`src/chg_consts.svh`:
```
`ifndef CHG_CONSTS_SVH
`define CHG_CONSTS_SVH

// ****************************************************************
// Register offsets
// ****************************************************************
`define CHG_OFF_BATCFG 8'h00
`define CHG_OFF_IREF_HI 8'h01
`define CHG_OFF_IREF_LO 8'h02
`define CHG_OFF_EREF_HI 8'h03
`define CHG_OFF_EREF_LO 8'h04
`define CHG_OFF_BUS_SIDE_CURRENT_LIM 8'h05
`define CHG_OFF_BATTERY_SIDE_CURRENT_LIM 8'h06
`define CHG_OFF_INPUT_REGULATION_VOLTAGE 8'h07
`define CHG_OFF_RATIO 8'h08
`define CHG_OFF_CTRL0 8'h09
`define CHG_OFF_CTRL1 8'h0a
`define CHG_OFF_CTRL2 8'h0b
`define CHG_OFF_CTRL3 8'h0c
`define CHG_OFF_BUS_SIDE_VOLTAGE_HI 8'h0d
`define CHG_OFF_BUS_SIDE_VOLTAGE_LO 8'h0e
`define CHG_OFF_VBAT_HI 8'h0f
`define CHG_OFF_VBAT_LO 8'h10
`define CHG_OFF_BUS_SIDE_CURRENT_HI 8'h11
`define CHG_OFF_BUS_SIDE_CURRENT_LO 8'h12
`define CHG_OFF_BATTERY_SIDE_CURRENT_HI 8'h13
`define CHG_OFF_BATTERY_SIDE_CURRENT_LO 8'h14
`define CHG_OFF_RSVD_A 8'h15
`define CHG_OFF_RSVD_B 8'h16
`define CHG_OFF_STATUS 8'h17
`define CHG_OFF_RSVD_C 8'h18
`define CHG_OFF_MASK 8'h19
`define CHG_OFF_DLCTRL 8'h1a
`define CHG_OFF_DLRD 8'h1b

// ****************************************************************
// Storage slots of the registers above the control block
// ****************************************************************
`define CHG_SLOT_MASK 4'hd
`define CHG_SLOT_DLCTRL 4'he
`define CHG_SLOT_DLRD 4'hf

// ****************************************************************
// Reset values
// ****************************************************************
`define CHG_RST_BATCFG 8'h01
`define CHG_RST_IREF_HI 8'h31
`define CHG_RST_IREF_LO 8'hc0
`define CHG_RST_EREF_HI 8'h7c
`define CHG_RST_EREF_LO 8'hc0
`define CHG_RST_BUS_SIDE_CURRENT_LIM 8'hff
`define CHG_RST_BATTERY_SIDE_CURRENT_LIM 8'hff
`define CHG_RST_INPUT_REGULATION_VOLTAGE 8'h2c
`define CHG_RST_RATIO 8'h38
`define CHG_RST_CTRL0 8'h04
`define CHG_RST_CTRL1 8'h01
`define CHG_RST_CTRL2 8'h01
`define CHG_RST_CTRL3 8'h02
`define CHG_RST_MASK 8'h80
`define CHG_RST_DLCTRL 8'h00
`define CHG_RST_DLRD 8'h00

// ****************************************************************
// Field positions
// ****************************************************************
`define CHG_POS_IRC 6
`define CHG_POS_CELL_COUNT_SELECT 3
`define CHG_POS_VCELL 0
`define CHG_POS_LOW2 6
`define CHG_POS_FD 0
`define CHG_POS_IBATR 4
`define CHG_POS_IBUSR 2
`define CHG_POS_VBATMON 1
`define CHG_POS_VBUSR 0
`define CHG_POS_OTG 7
`define CHG_POS_VINR 4
`define CHG_POS_FB 4

// Bus current ratio codes that the host may not write
`define CHG_IBUSR_BAD_LO 2'b00
`define CHG_IBUSR_BAD_HI 2'b11

`endif

```
`src/chg_pkg.sv`:
```
package chg_pkg;

  typedef enum logic [2:0] {
    CHG_ST_IDLE = 3'b000,
    CHG_ST_ADDR = 3'b001,
    CHG_ST_ADDR_ACK = 3'b010,
    CHG_ST_WDATA = 3'b011,
    CHG_ST_WACK = 3'b100,
    CHG_ST_RDATA = 3'b101,
    CHG_ST_RACK = 3'b110
  } chg_state_e;

  typedef logic [9:0] chg_code_t;

  typedef struct packed {
    logic scl_meta;
    logic scl_sync;
    logic scl_prev;
    logic sda_meta;
    logic sda_sync;
    logic sda_prev;
  } chg_sync_s;

  typedef struct packed {
    chg_state_e st;
    logic [3:0] cnt;
    logic [7:0] shift;
    logic [7:0] ptr;
    logic rnw;
    logic first;
    logic nack;
    logic drive_low;
    logic [15:0][7:0] rw;
  } chg_main_s;

endpackage : chg_pkg

```
`src/chg_line_if.sv`:
```
`timescale 1ns/1ns
interface chg_line_if;
  logic scl;
  logic sda;
  logic scl_rise;
  logic scl_fall;
  logic start_det;
  logic stop_det;
  modport src (output scl, sda, scl_rise, scl_fall, start_det, stop_det);
  modport snk (input scl, sda, scl_rise, scl_fall, start_det, stop_det);
endinterface : chg_line_if

```
`src/chg_config_bank.sv`:
```
`timescale 1ns/1ns
`include "chg_consts.svh"
// How it works
// Battery config bits 7-6 pick IR compensation 0/20/40/80 milliohm, reset 00.
// Battery config bits 5-3 pick one to six cells, reset one cell.
// Battery config bits 2-0 pick per-cell voltage 4.1 to 4.5 V, reset 4.2 V.
// Internal reference is upper byte joined with two top bits of next register.
// Ratio bit 0 picks bus voltage scale 12.5x or 5x.
// Fast-discharge level in bits 1-0 acts only in discharge mode, reset none.
// External reference is its upper byte joined with two top bits, reset 124/3.
// Bus current limit code resets to 255 and serves both directions.
// Battery current limit code resets to 255 and serves both directions.
// Input regulation code resets to 44 and sets the charging input reference.
// Input regulation scale bit picks 40x when set, 100x when clear.
// Battery current scale bit 4; bus current scale bits 3-2 only 01 or 10.
// Ratio bit 1 picks battery monitor scale 12.5x or 5x.
// Control zero bit 7 picks charge at 0 or discharge at 1.
// Host keeps reserved internal-use bits at their reset values.
// Feedback select bit picks internal or external reference, in charge and discharge alike.
// Result lower registers carry two low result bits in 7-6, rest zero.
// Writable registers keep the last host write until reset, save rejected ratio bits 3-2.
// Writes to read-only addresses do nothing; reserved addresses read zero.
module chg_config_bank #(
  parameter logic [6:0] DEV_ADDR = 7'h2a  // Arbitrary bus address
) (
  // Clock and reset
  input wire logic core_clk_i,
  input wire logic reset_i,
  input wire logic ce_i,
  // Two-wire serial port
  input wire logic scl_i,
  input wire logic sda_i,
  output logic sda_o,
  output logic sda_oe_n_o,
  // Converter results and event status
  input wire chg_pkg::chg_code_t bus_v_result_i,
  input wire chg_pkg::chg_code_t bat_v_result_i,
  input wire chg_pkg::chg_code_t bus_i_result_i,
  input wire chg_pkg::chg_code_t bat_i_result_i,
  input wire logic [7:1] status_i,
  // Battery settings
  output logic [1:0] ir_compensation_o,
  output logic [2:0] cell_count_select_o,
  output logic [2:0] per_cell_voltage_o,
  // Output references and fast-discharge level
  output chg_pkg::chg_code_t internal_ref_code_o,
  output chg_pkg::chg_code_t external_ref_code_o,
  output chg_pkg::chg_code_t active_ref_code_o,
  output logic [1:0] fast_discharge_level_o,
  // Limits and regulation
  output logic [7:0] bus_current_limit_code_o,
  output logic [7:0] battery_current_limit_code_o,
  output logic [7:0] input_regulation_code_o,
  output logic input_regulation_scale_o,
  // Scaling ratios
  output logic battery_current_scale_o,
  output logic [1:0] bus_current_scale_o,
  output logic battery_monitor_scale_o,
  output logic bus_voltage_scale_o,
  // Modes
  output logic discharge_direction_select_o,
  output logic feedback_source_select_o,
  // Raw control, mask and data-line registers
  output logic [7:0] control_zero_o,
  output logic [7:0] control_one_o,
  output logic [7:0] control_two_o,
  output logic [7:0] control_three_o,
  output logic [7:0] event_mask_o,
  output logic [7:0] data_line_control_o,
  output logic [7:0] data_line_readback_o
);
  import chg_pkg::*;

  // ****************************************************************
  // State and reset image
  // ****************************************************************
  localparam chg_main_s RST = '{
    st: CHG_ST_IDLE,
    cnt: 4'h0,
    shift: 8'h00,
    ptr: 8'h00,
    rnw: 1'b0,
    first: 1'b0,
    nack: 1'b0,
    drive_low: 1'b0,
    rw: '{
      0: `CHG_RST_BATCFG,
      1: `CHG_RST_IREF_HI,
      2: `CHG_RST_IREF_LO,
      3: `CHG_RST_EREF_HI,
      4: `CHG_RST_EREF_LO,
      5: `CHG_RST_BUS_SIDE_CURRENT_LIM,
      6: `CHG_RST_BATTERY_SIDE_CURRENT_LIM,
      7: `CHG_RST_INPUT_REGULATION_VOLTAGE,
      8: `CHG_RST_RATIO,
      9: `CHG_RST_CTRL0,
      10: `CHG_RST_CTRL1,
      11: `CHG_RST_CTRL2,
      12: `CHG_RST_CTRL3,
      13: `CHG_RST_MASK,
      14: `CHG_RST_DLCTRL,
      15: `CHG_RST_DLRD
    }
  };

  chg_main_s q;
  chg_main_s d;
  logic wr_en;
  logic ld_rd;
  logic [7:0] wr_addr;
  logic [7:0] wr_data;
  logic [4:0] wr_slot;
  logic [1:0] bat_v_lo2;

  chg_line_if line ();

  chg_pin_sync u_sync (
    .core_clk_i(core_clk_i),
    .reset_i(reset_i),
    .ce_i(ce_i),
    .scl_i(scl_i),
    .sda_i(sda_i),
    .line(line)
  );

  // ****************************************************************
  // Helpers
  // ****************************************************************
  // Bit 4 flags a writable register, bits 3-0 give its slot
  function automatic logic [4:0] rw_slot(input logic [7:0] a);
    logic [4:0] r;
    r = 5'h00;
    if (a <= `CHG_OFF_CTRL3) begin
      r = {1'b1, a[3:0]};
    end else if (a == `CHG_OFF_MASK) begin
      r = {1'b1, `CHG_SLOT_MASK};
    end else if (a == `CHG_OFF_DLCTRL) begin
      r = {1'b1, `CHG_SLOT_DLCTRL};
    end else if (a == `CHG_OFF_DLRD) begin
      r = {1'b1, `CHG_SLOT_DLRD};
    end
    return r;
  endfunction : rw_slot

  function automatic chg_code_t join10(input logic [7:0] hi, input logic [7:0] lo);
    return {hi, lo[`CHG_POS_LOW2 +: 2]};
  endfunction : join10

  function automatic logic [7:0] reg_read(input logic [7:0] a);
    logic [4:0] s;
    logic [7:0] r;
    s = rw_slot(a);
    r = 8'h00;
    if (s[4]) begin
      r = q.rw[s[3:0]];
    end else begin
      unique case (a)
        `CHG_OFF_BUS_SIDE_VOLTAGE_HI: r = bus_v_result_i[9:2];
        `CHG_OFF_BUS_SIDE_VOLTAGE_LO: r = {bus_v_result_i[1:0], 6'h00};
        `CHG_OFF_VBAT_HI: r = bat_v_result_i[9:2];
        `CHG_OFF_VBAT_LO: r = {bat_v_result_i[1:0], 6'h00};
        `CHG_OFF_BUS_SIDE_CURRENT_HI: r = bus_i_result_i[9:2];
        `CHG_OFF_BUS_SIDE_CURRENT_LO: r = {bus_i_result_i[1:0], 6'h00};
        `CHG_OFF_BATTERY_SIDE_CURRENT_HI: r = bat_i_result_i[9:2];
        `CHG_OFF_BATTERY_SIDE_CURRENT_LO: r = {bat_i_result_i[1:0], 6'h00};
        `CHG_OFF_STATUS: r = {status_i, 1'b0};
        default: r = 8'h00;
      endcase
    end
    return r;
  endfunction : reg_read

  // ****************************************************************
  // Serial protocol and register access
  // ****************************************************************
  always_comb begin
    d = q;
    wr_en = 1'b0;
    ld_rd = 1'b0;
    wr_addr = q.ptr;
    wr_data = q.shift;
    wr_slot = rw_slot(q.ptr);
    if (ce_i) begin
      if (line.start_det) begin
        d.st = CHG_ST_ADDR;
        d.cnt = 4'h0;
        d.first = 1'b1;
        d.drive_low = 1'b0;
      end else if (line.stop_det) begin
        d.st = CHG_ST_IDLE;
        d.drive_low = 1'b0;
      end else if (line.scl_rise) begin
        unique case (q.st)
          CHG_ST_ADDR, CHG_ST_WDATA: begin
            d.shift = {q.shift[6:0], line.sda};
            d.cnt = q.cnt + 4'h1;
          end
          CHG_ST_RDATA: d.cnt = q.cnt + 4'h1;
          CHG_ST_RACK: d.nack = line.sda;
          CHG_ST_IDLE, CHG_ST_ADDR_ACK, CHG_ST_WACK: ;
        endcase
      end else if (line.scl_fall) begin
        unique case (q.st)
          CHG_ST_ADDR: begin
            if (q.cnt == 4'h8) begin
              if (q.shift[7:1] == DEV_ADDR) begin
                d.st = CHG_ST_ADDR_ACK;
                d.rnw = q.shift[0];
                d.drive_low = 1'b1;
              end else begin
                d.st = CHG_ST_IDLE;
              end
            end
          end
          CHG_ST_ADDR_ACK: begin
            if (q.rnw) begin
              ld_rd = 1'b1;
            end else begin
              d.st = CHG_ST_WDATA;
              d.cnt = 4'h0;
              d.drive_low = 1'b0;
            end
          end
          CHG_ST_WDATA: begin
            if (q.cnt == 4'h8) begin
              d.st = CHG_ST_WACK;
              d.drive_low = 1'b1;
              if (q.first) begin
                d.ptr = q.shift;
              end else begin
                wr_en = 1'b1;
                d.ptr = q.ptr + 8'h01;
              end
            end
          end
          CHG_ST_WACK: begin
            d.st = CHG_ST_WDATA;
            d.cnt = 4'h0;
            d.first = 1'b0;
            d.drive_low = 1'b0;
          end
          CHG_ST_RDATA: begin
            if (q.cnt == 4'h8) begin
              d.st = CHG_ST_RACK;
              d.drive_low = 1'b0;
            end else begin
              d.shift = {q.shift[6:0], 1'b0};
              d.drive_low = ~q.shift[6];
            end
          end
          CHG_ST_RACK: begin
            if (q.nack) begin
              d.st = CHG_ST_IDLE;
            end else begin
              ld_rd = 1'b1;
            end
          end
          CHG_ST_IDLE: ;
        endcase
      end
    end
    // Read data is captured at the falling edge that opens its first bit
    if (ld_rd) begin
      d.shift = reg_read(q.ptr);
      d.ptr = q.ptr + 8'h01;
      d.st = CHG_ST_RDATA;
      d.cnt = 4'h0;
      d.drive_low = ~d.shift[7];
    end
    // Read-only and reserved addresses take no write
    if (wr_en && wr_slot[4]) begin
      d.rw[wr_slot[3:0]] = wr_data;
      if (wr_addr == `CHG_OFF_RATIO &&
          (wr_data[`CHG_POS_IBUSR +: 2] == `CHG_IBUSR_BAD_LO ||
           wr_data[`CHG_POS_IBUSR +: 2] == `CHG_IBUSR_BAD_HI)) begin
        d.rw[wr_slot[3:0]][`CHG_POS_IBUSR +: 2] = q.rw[8][`CHG_POS_IBUSR +: 2];
      end
    end
  end

  always_ff @(posedge core_clk_i or posedge reset_i) begin
    if (reset_i) begin
      q <= RST;
    end else begin
      q <= d;
    end
  end

  // ****************************************************************
  // Outputs
  // ****************************************************************
  assign sda_o = 1'b0;
  assign sda_oe_n_o = ~q.drive_low;
  assign bat_v_lo2 = bat_v_result_i[1:0];

  assign ir_compensation_o = q.rw[0][`CHG_POS_IRC +: 2];
  assign cell_count_select_o = q.rw[0][`CHG_POS_CELL_COUNT_SELECT +: 3];
  assign per_cell_voltage_o = q.rw[0][`CHG_POS_VCELL +: 3];
  assign internal_ref_code_o = join10(q.rw[1], q.rw[2]);
  assign external_ref_code_o = join10(q.rw[3], q.rw[4]);
  assign active_ref_code_o = feedback_source_select_o ?
                             external_ref_code_o : internal_ref_code_o;
  assign fast_discharge_level_o = discharge_direction_select_o ?
                                  q.rw[2][`CHG_POS_FD +: 2] : 2'b00;
  assign bus_current_limit_code_o = q.rw[5];
  assign battery_current_limit_code_o = q.rw[6];
  assign input_regulation_code_o = q.rw[7];
  assign input_regulation_scale_o = q.rw[9][`CHG_POS_VINR];
  assign battery_current_scale_o = q.rw[8][`CHG_POS_IBATR];
  assign bus_current_scale_o = q.rw[8][`CHG_POS_IBUSR +: 2];
  assign battery_monitor_scale_o = q.rw[8][`CHG_POS_VBATMON];
  assign bus_voltage_scale_o = q.rw[8][`CHG_POS_VBUSR];
  assign discharge_direction_select_o = q.rw[9][`CHG_POS_OTG];
  assign feedback_source_select_o = q.rw[10][`CHG_POS_FB];
  assign control_zero_o = q.rw[9];
  assign control_one_o = q.rw[10];
  assign control_two_o = q.rw[11];
  assign control_three_o = q.rw[12];
  assign event_mask_o = q.rw[`CHG_SLOT_MASK];
  assign data_line_control_o = q.rw[`CHG_SLOT_DLCTRL];
  assign data_line_readback_o = q.rw[`CHG_SLOT_DLRD];
endmodule : chg_config_bank

```
`src/chg_pin_sync.sv`:
```
`timescale 1ns/1ns
module chg_pin_sync (
  // Clock and reset
  input wire logic core_clk_i,
  input wire logic reset_i,
  input wire logic ce_i,
  // Serial pins
  input wire logic scl_i,
  input wire logic sda_i,
  // Conditioned line events
  chg_line_if.src line
);
  import chg_pkg::*;

  localparam chg_sync_s RST = '{default: 1'b1};

  chg_sync_s q;
  chg_sync_s d;

  always_comb begin
    d = q;
    if (ce_i) begin
      d.scl_meta = scl_i;
      d.scl_sync = q.scl_meta;
      d.scl_prev = q.scl_sync;
      d.sda_meta = sda_i;
      d.sda_sync = q.sda_meta;
      d.sda_prev = q.sda_sync;
    end
  end

  always_ff @(posedge core_clk_i or posedge reset_i) begin
    if (reset_i) begin
      q <= RST;
    end else begin
      q <= d;
    end
  end

  // Edges and bus conditions look only at the second stage onward
  assign line.scl = q.scl_sync;
  assign line.sda = q.sda_sync;
  assign line.scl_rise = q.scl_sync & ~q.scl_prev;
  assign line.scl_fall = ~q.scl_sync & q.scl_prev;
  assign line.start_det = q.scl_sync & q.scl_prev & q.sda_prev & ~q.sda_sync;
  assign line.stop_det = q.scl_sync & q.scl_prev & ~q.sda_prev & q.sda_sync;

endmodule : chg_pin_sync

```
`config.mk`:
```
export PLATFORM = sky130hd
export DESIGN_NAME = chg_config_bank
export DESIGN_NICKNAME = d
export VERILOG_FILES = /design/src/chg_pkg.sv /design/src/chg_line_if.sv /design/src/chg_config_bank.sv /design/src/chg_pin_sync.sv
export VERILOG_INCLUDE_DIRS = /design/src
export SDC_FILE = /design/constraint.sdc
export NUM_CORES = 1
export LEC_CHECK = 0
export ABC_CLOCK_PERIOD_IN_PS = 9600
export BUFFER_PORTS_ARGS = -buffer_cell sky130_fd_sc_hd__buf_2
export CORE_MARGIN = 2
export CORE_UTILIZATION = 25
export DETAILED_ROUTE_END_ITERATION = 10
export SLEW_MARGIN = 20
export SYNTH_ARGS = -nofsm -noshare
export SYNTH_HDL_FRONTEND = slang
export SYNTH_SLANG_ARGS = --single-unit
```
`constraint.sdc`:
```
create_clock -name core_clk_i -period 9.6 [get_ports core_clk_i]
set_input_delay 2.4 -clock core_clk_i [delete_from_list [all_inputs] [get_ports core_clk_i]]
set_output_delay 2.4 -clock core_clk_i [all_outputs]
set_load 0.05 [all_outputs]
```
After elaboration in Yosys (flattened, before gate mapping)

Cells that the tools add are included.

Input port bits: 52
Logic and storage cells: 199
Flip-flop bits (word level): 161

Magnitude comparators: 4
Reductions and logical operators: 28
Multiplexer cells: 79
$add $sub $neg: 2
Bitwise operators: 17
Equality and inequality tests: 39

Operators by type and width:

| kind                                                                   | count |
|---|---|
| 128-bit bitwise mux                                                    | 2 |
| 128-bit 2-to-1 mux                                                     | 1 |
| 8-bit 2-to-1 mux                                                       | 10 |
| 8-bit by 5-bit equality test with 1-bit output (second input constant) | 9 |
| 8-bit case mux with 9 select lines                                     | 1 |
| 8-bit demux with 4-bit select                                          | 2 |
| 23-bit 2-to-1 mux                                                      | 2 |
| 5-bit != test (second input constant)                                  | 7 |
| 1-bit 2-to-1 mux                                                       | 33 |
| 8-bit binary-select mux with 4-bit select                              | 1 |
| 8-bit by 4-bit equality test with 1-bit output (second input constant) | 4 |
| 27-bit 2-to-1 mux                                                      | 1 |
| 25-bit 2-to-1 mux                                                      | 1 |
| 5-bit 2-to-1 mux                                                       | 5 |
| 10-bit 2-to-1 mux                                                      | 2 |
| 3-bit 2-to-1 mux                                                       | 6 |
| 3-bit case mux with 6 select lines                                     | 1 |
| 17-bit 2-to-1 mux                                                      | 1 |
| 8-bit AND reduction                                                    | 2 |
| 7-bit 2-to-1 mux                                                       | 2 |
| 7-bit AND reduction                                                    | 2 |
| 12-bit 2-to-1 mux                                                      | 1 |
| 2-bit nonzero test                                                     | 6 |
| 4-bit by 5-bit < comparator with 1-bit output (second input constant)  | 2 |
| 36 further kinds                                                       | 65 |

Depth between registers and ports, before layout

Depth in word-level cells: 14
Depth in mapped cells: 12
Gate-level depth less buffers: 9

Hierarchy

Synthesis repeated with hierarchy kept, for this count alone.

Cells, all modules: 950
Area, all modules: 9648.0 µm²

By module, submodules not included:

| module          | seq. area each (µm²) | instances | cells an instance | area each (µm²) |
|---|---|---|---|---|
| chg_config_bank | 3928.8               | 1         | 932               | 9352.7 |
| chg_pin_sync    | 157.7                | 1         | 18                | 295.3 |

Least setup slack after synthesis

OpenSTA, ideal clock, no wires.

Kind: input-to-reg
Start: in ce_i
End: reg q (netlist bit wr_data[5])
Arrival: 4.077 ns
Stages on the path: 8
Setup slack: 5.459 ns
Setup time: 0.065 ns
Cells stage by stage: nand3b_1 -> a211oi_1 -> a21oi_1 -> or3_1 -> clkbuf_1 -> or2_2 -> nor4_1 -> a211o_1

Cells in the longest elaborated chain, start to end: 3

RTL lines:

| what                                                                             | RTL line               | RTL |
|---|---|---|
| start, declared                                                                  | chg_config_bank.sv:29  | `input wire logic ce_i,` |
| 1-bit 2-to-1 mux                                                                 | chg_config_bank.sv:183 | `if (ce_i) begin` |
| 3-bit by 2-bit != test with 1-bit output (no line), or another cell as far along | -                      |  |
| 7-bit AND reduction (no line)                                                    | -                      |  |
| end signal, assigned                                                             | chg_config_bank.sv:283 | `q <= RST;` |
| end signal, assigned                                                             | chg_config_bank.sv:285 | `q <= d;` |
| end, declared                                                                    | chg_config_bank.sv:106 | `chg_main_s q;` |

Parallel ways exist; a longest one is shown, timed or not.
A chain may end at the register's enable or synchronous reset.

Worst setup path in the final report

Start: in ce_i
End: reg q (netlist bit input_regulation_code_o[7])

Cells in the longest elaborated chain, start to end: 2

RTL lines:

| what              | RTL line               | RTL |
|---|---|---|
| 1-bit 2-to-1 mux  | chg_config_bank.sv:183 |  |
| 1-bit logical AND | chg_config_bank.sv:271 | `if (wr_en && wr_slot[4]) begin` |

No other way between the ends.

==> metrics.md <==
| Metric | Value |
|---|---|
| Share of layout cells above drive strength 1 | 0.378 |
| DRC Markers | 0 |
| Routed Antenna Nets | 0 |
| Drt pass-1 iters | 6 |
| Syn nets | 1043 |
| H-tree levels | 4 |
| Leakage power | 0.00504 µW |
| Post-CTS Setup Repair Bufs | 0 |
| DP Wirelength | 23.8 mm |
| Final Critical Period | 4500 ps |
| Worst-Skew Late Latency | 440 ps |
| Distinct cells, synth | 70 |
| VDD IR-drop max | 124 µV |
| Die width | 201 µm |
| Vias per cell | 5.01 |
| Crit Path Class | input port to flip-flop |
| CTS max path bufs | 2 |
| Worst Skew | 14.2 ps |
| Ys flop type | dfrtp_1 |
| Initial core utilization | 0.252 |
| Syn Area/Cell | 9.88 µm² |
| Seq. cell area | 4090 µm² |
| Final setup fails | 0 |
| Netlist Area Pre-Place | 9730 µm² |
| Multi-input logic area | 4510 µm² |
| Non-Filler Instances | 1541 |
| Total Neg Setup Slack | 0 ps |
| CP Data Arrival Time | 4820 ps |
| Die area | 40500 µm² |
| Tot GR Track Use | 0.158 |
| WL per Instance | 20.9 µm |
| Drt initial violations | 761 |
| CTS tree | done |
| I/O pin cnt | 182 |
| Nets | 1068 |
| Root Buffer | clkbuf_16 |
| Mapped Cells | 985 |
| Std-Cell Rows | 72 |
| Vias in the first global route | 7575 |
| P&R area growth vs syn | 12.1% |
| Slew headroom | 0.285 |
| Fin Hold WS | 481 ps |
| CP Max Fanout | 15 |
| Least-Margin Pin Slew | 1070 ps |
| Largest net degree at the start of global routing | 91 |
| Final WL | 32.2 mm |
| Ant. Diodes | 0 |
| Critical Path Start Type | input port |
| Max-slew violation count | 0 |
| DP Cell Count | 1509 |
| Core area | 38600 µm² |
| CTS Buf Count | 17 |
| DR vias | 7719 |
| Worst Hold Class | flip-flop to flip-flop |
| Cts repair resizes | 0 |
| Clk pin slew, worst setup/hold paths | 70 ps |
| Max-cap violations | 0 |
| RSZ-0062 raised after global routing | false |
| Fmax achieved | 0.222 GHz |
| IO buf count | 180 |
| Status | finished, final reports clean |
| Synth Register Bits | 161 |
| Fillers | 4106 |
| Ys Warns | 0 |
| CP Capture Type | flip-flop |
| Largest register FFs | 26 |
| FFs w/ async S/R, synth | 1.00 |
| Initial antenna violation count | 1 |
| Number of flops mapped to enable cells by yosys | 0 |
| Worst path required time | 9920 ps |
| Biggest register | q |
| Post-route clock period utilization | 0.469 |
| Hold Vio Cnt, Final | 0 |
| GPL Wtd Cong | 0.913 |
| First-pass GRT wire length | 48.7 mm |
| Sequential share of the synthesized area | 0.420 |
| CTS hold repair buffers | 0 |
| Die Y | 201 µm |
| Clk sinks | 161 |
| Grt ovf | 0 |
| Pwr dens | 165 nW/µm² |
-- layout by cell type (no fill, tap or decap), drive strengths merged, types with 6 or more instances in the layout --
cell type    n
mux4        10
o21ai       83
mux2i       27
nand2       94
nand3       41
mux2        99
dfrtp      115
ha           6
nor3        15
nand2b      15
clkbuf      18
buf        187
a221oi       6
a21oi       39
a211o        8
a222oi       8
nor2        39
inv         18
nor4        11
o22ai       16
o22a         6
dfstp       46
o32ai        6
and2        11
-- through the flow --
stage / setup slack (ps) / cell area (µm²) / total power [µW] / util
after floorplan: 2930 / 9730 / 923 / -
after global placement: 4700 / 10200 / 1030 / 0.266
after detailed placement: 4690 / 10200 / 1030 / 0.266
after CTS: 5160 / 10900 / 1800 / 0.283
after global routing: 4860 / 10900 / 1860 / 0.283
final: 5100 / 10900 / 1800 / 0.283
-- power by group --
part | internal (µW) | switching, µW
logic | 71.3 | 124
clock network | 454 | 317
registers | 707 | 123
total | 1230 | 563
-- critical path: stages --
cell	delay [ps]
buf_2	250
o21ai_1	280
nor4_4	760
nand3_1	640
mux2_2	470
-- Yosys cell counts (16+ instances only) --
| cell | number | share of area |
|---|---|---|
| a21oi_1 | 39 | 0.020 |
| buf_4 | 114 | 0.088 |
| clkbuf_1 | 58 | 0.022 |
| dfrtp_1 | 115 | 0.30 |
| dfstp_2 | 46 | 0.12 |
| mux2_2 | 93 | 0.11 |
| mux2i_1 | 27 | 0.028 |
| nand2_1 | 94 | 0.036 |
| nand3_1 | 41 | 0.021 |
| nor2_1 | 39 | 0.015 |
| o21ai_0 | 82 | 0.042 |
| o22ai_1 | 16 | 0.010 |
-- path summary, 6_finish.rpt --
check                                                     endpoint  slack (ps)              startpoint  depth (start not counted)
max in group asynchronous                       q[129]$_DFFE_PP0P_        5950                 reset_i                          3
hold reg to reg                                  q[18]$_DFFE_PP0P_         480       q[18]$_DFFE_PP0P_                          2
hold / removal                                   q[18]$_DFFE_PP0P_         480       q[18]$_DFFE_PP0P_                          2
setup reg to reg            input_regulation_code_o[7]$_DFFE_PP0P_        5220  wr_addr[0]$_DFFE_PP0P_                          9
min in group asynchronous  bus_current_limit_code_o[6]$_DFFE_PP0P_        2150                 reset_i                          2
setup / recovery            input_regulation_code_o[7]$_DFFE_PP0P_        5100                    ce_i                          5
-- area by class of cell --
type,instances,area share
clock inverter,14,0.0204
multi-input combinational,630,0.413
clock buffer,18,0.0403
sequential,161,0.375
tap,518,0.0594
timing repair buffer,187,0.0874
inverter,13,0.00493
-- cell families (layout without fill, tap and decap cells) --
family	count (synthesis)	in the layout	synth area share
AOI/OAI and AO/OA	223	223	0.148
other	1	1	0.000385
xor gates and xnor gates	2	2	0.00180
adders and majority gates	6	6	0.00771
DFF	161	161	0.420
muxes	136	136	0.168
and+or+nand+nor	262	262	0.134
buffers and inverters	194	232	0.120
-- routing by layer --
layer	up-vias	track usage	routed length, µm
li1	3501	-	-
met1	3860	0.209	13700
met2	311	0.247	14900
met3	47	0.0457	2650
met4	0	0.0530	878
met5	-	0	0
Note: power is estimated with default switching activity, not from simulation.
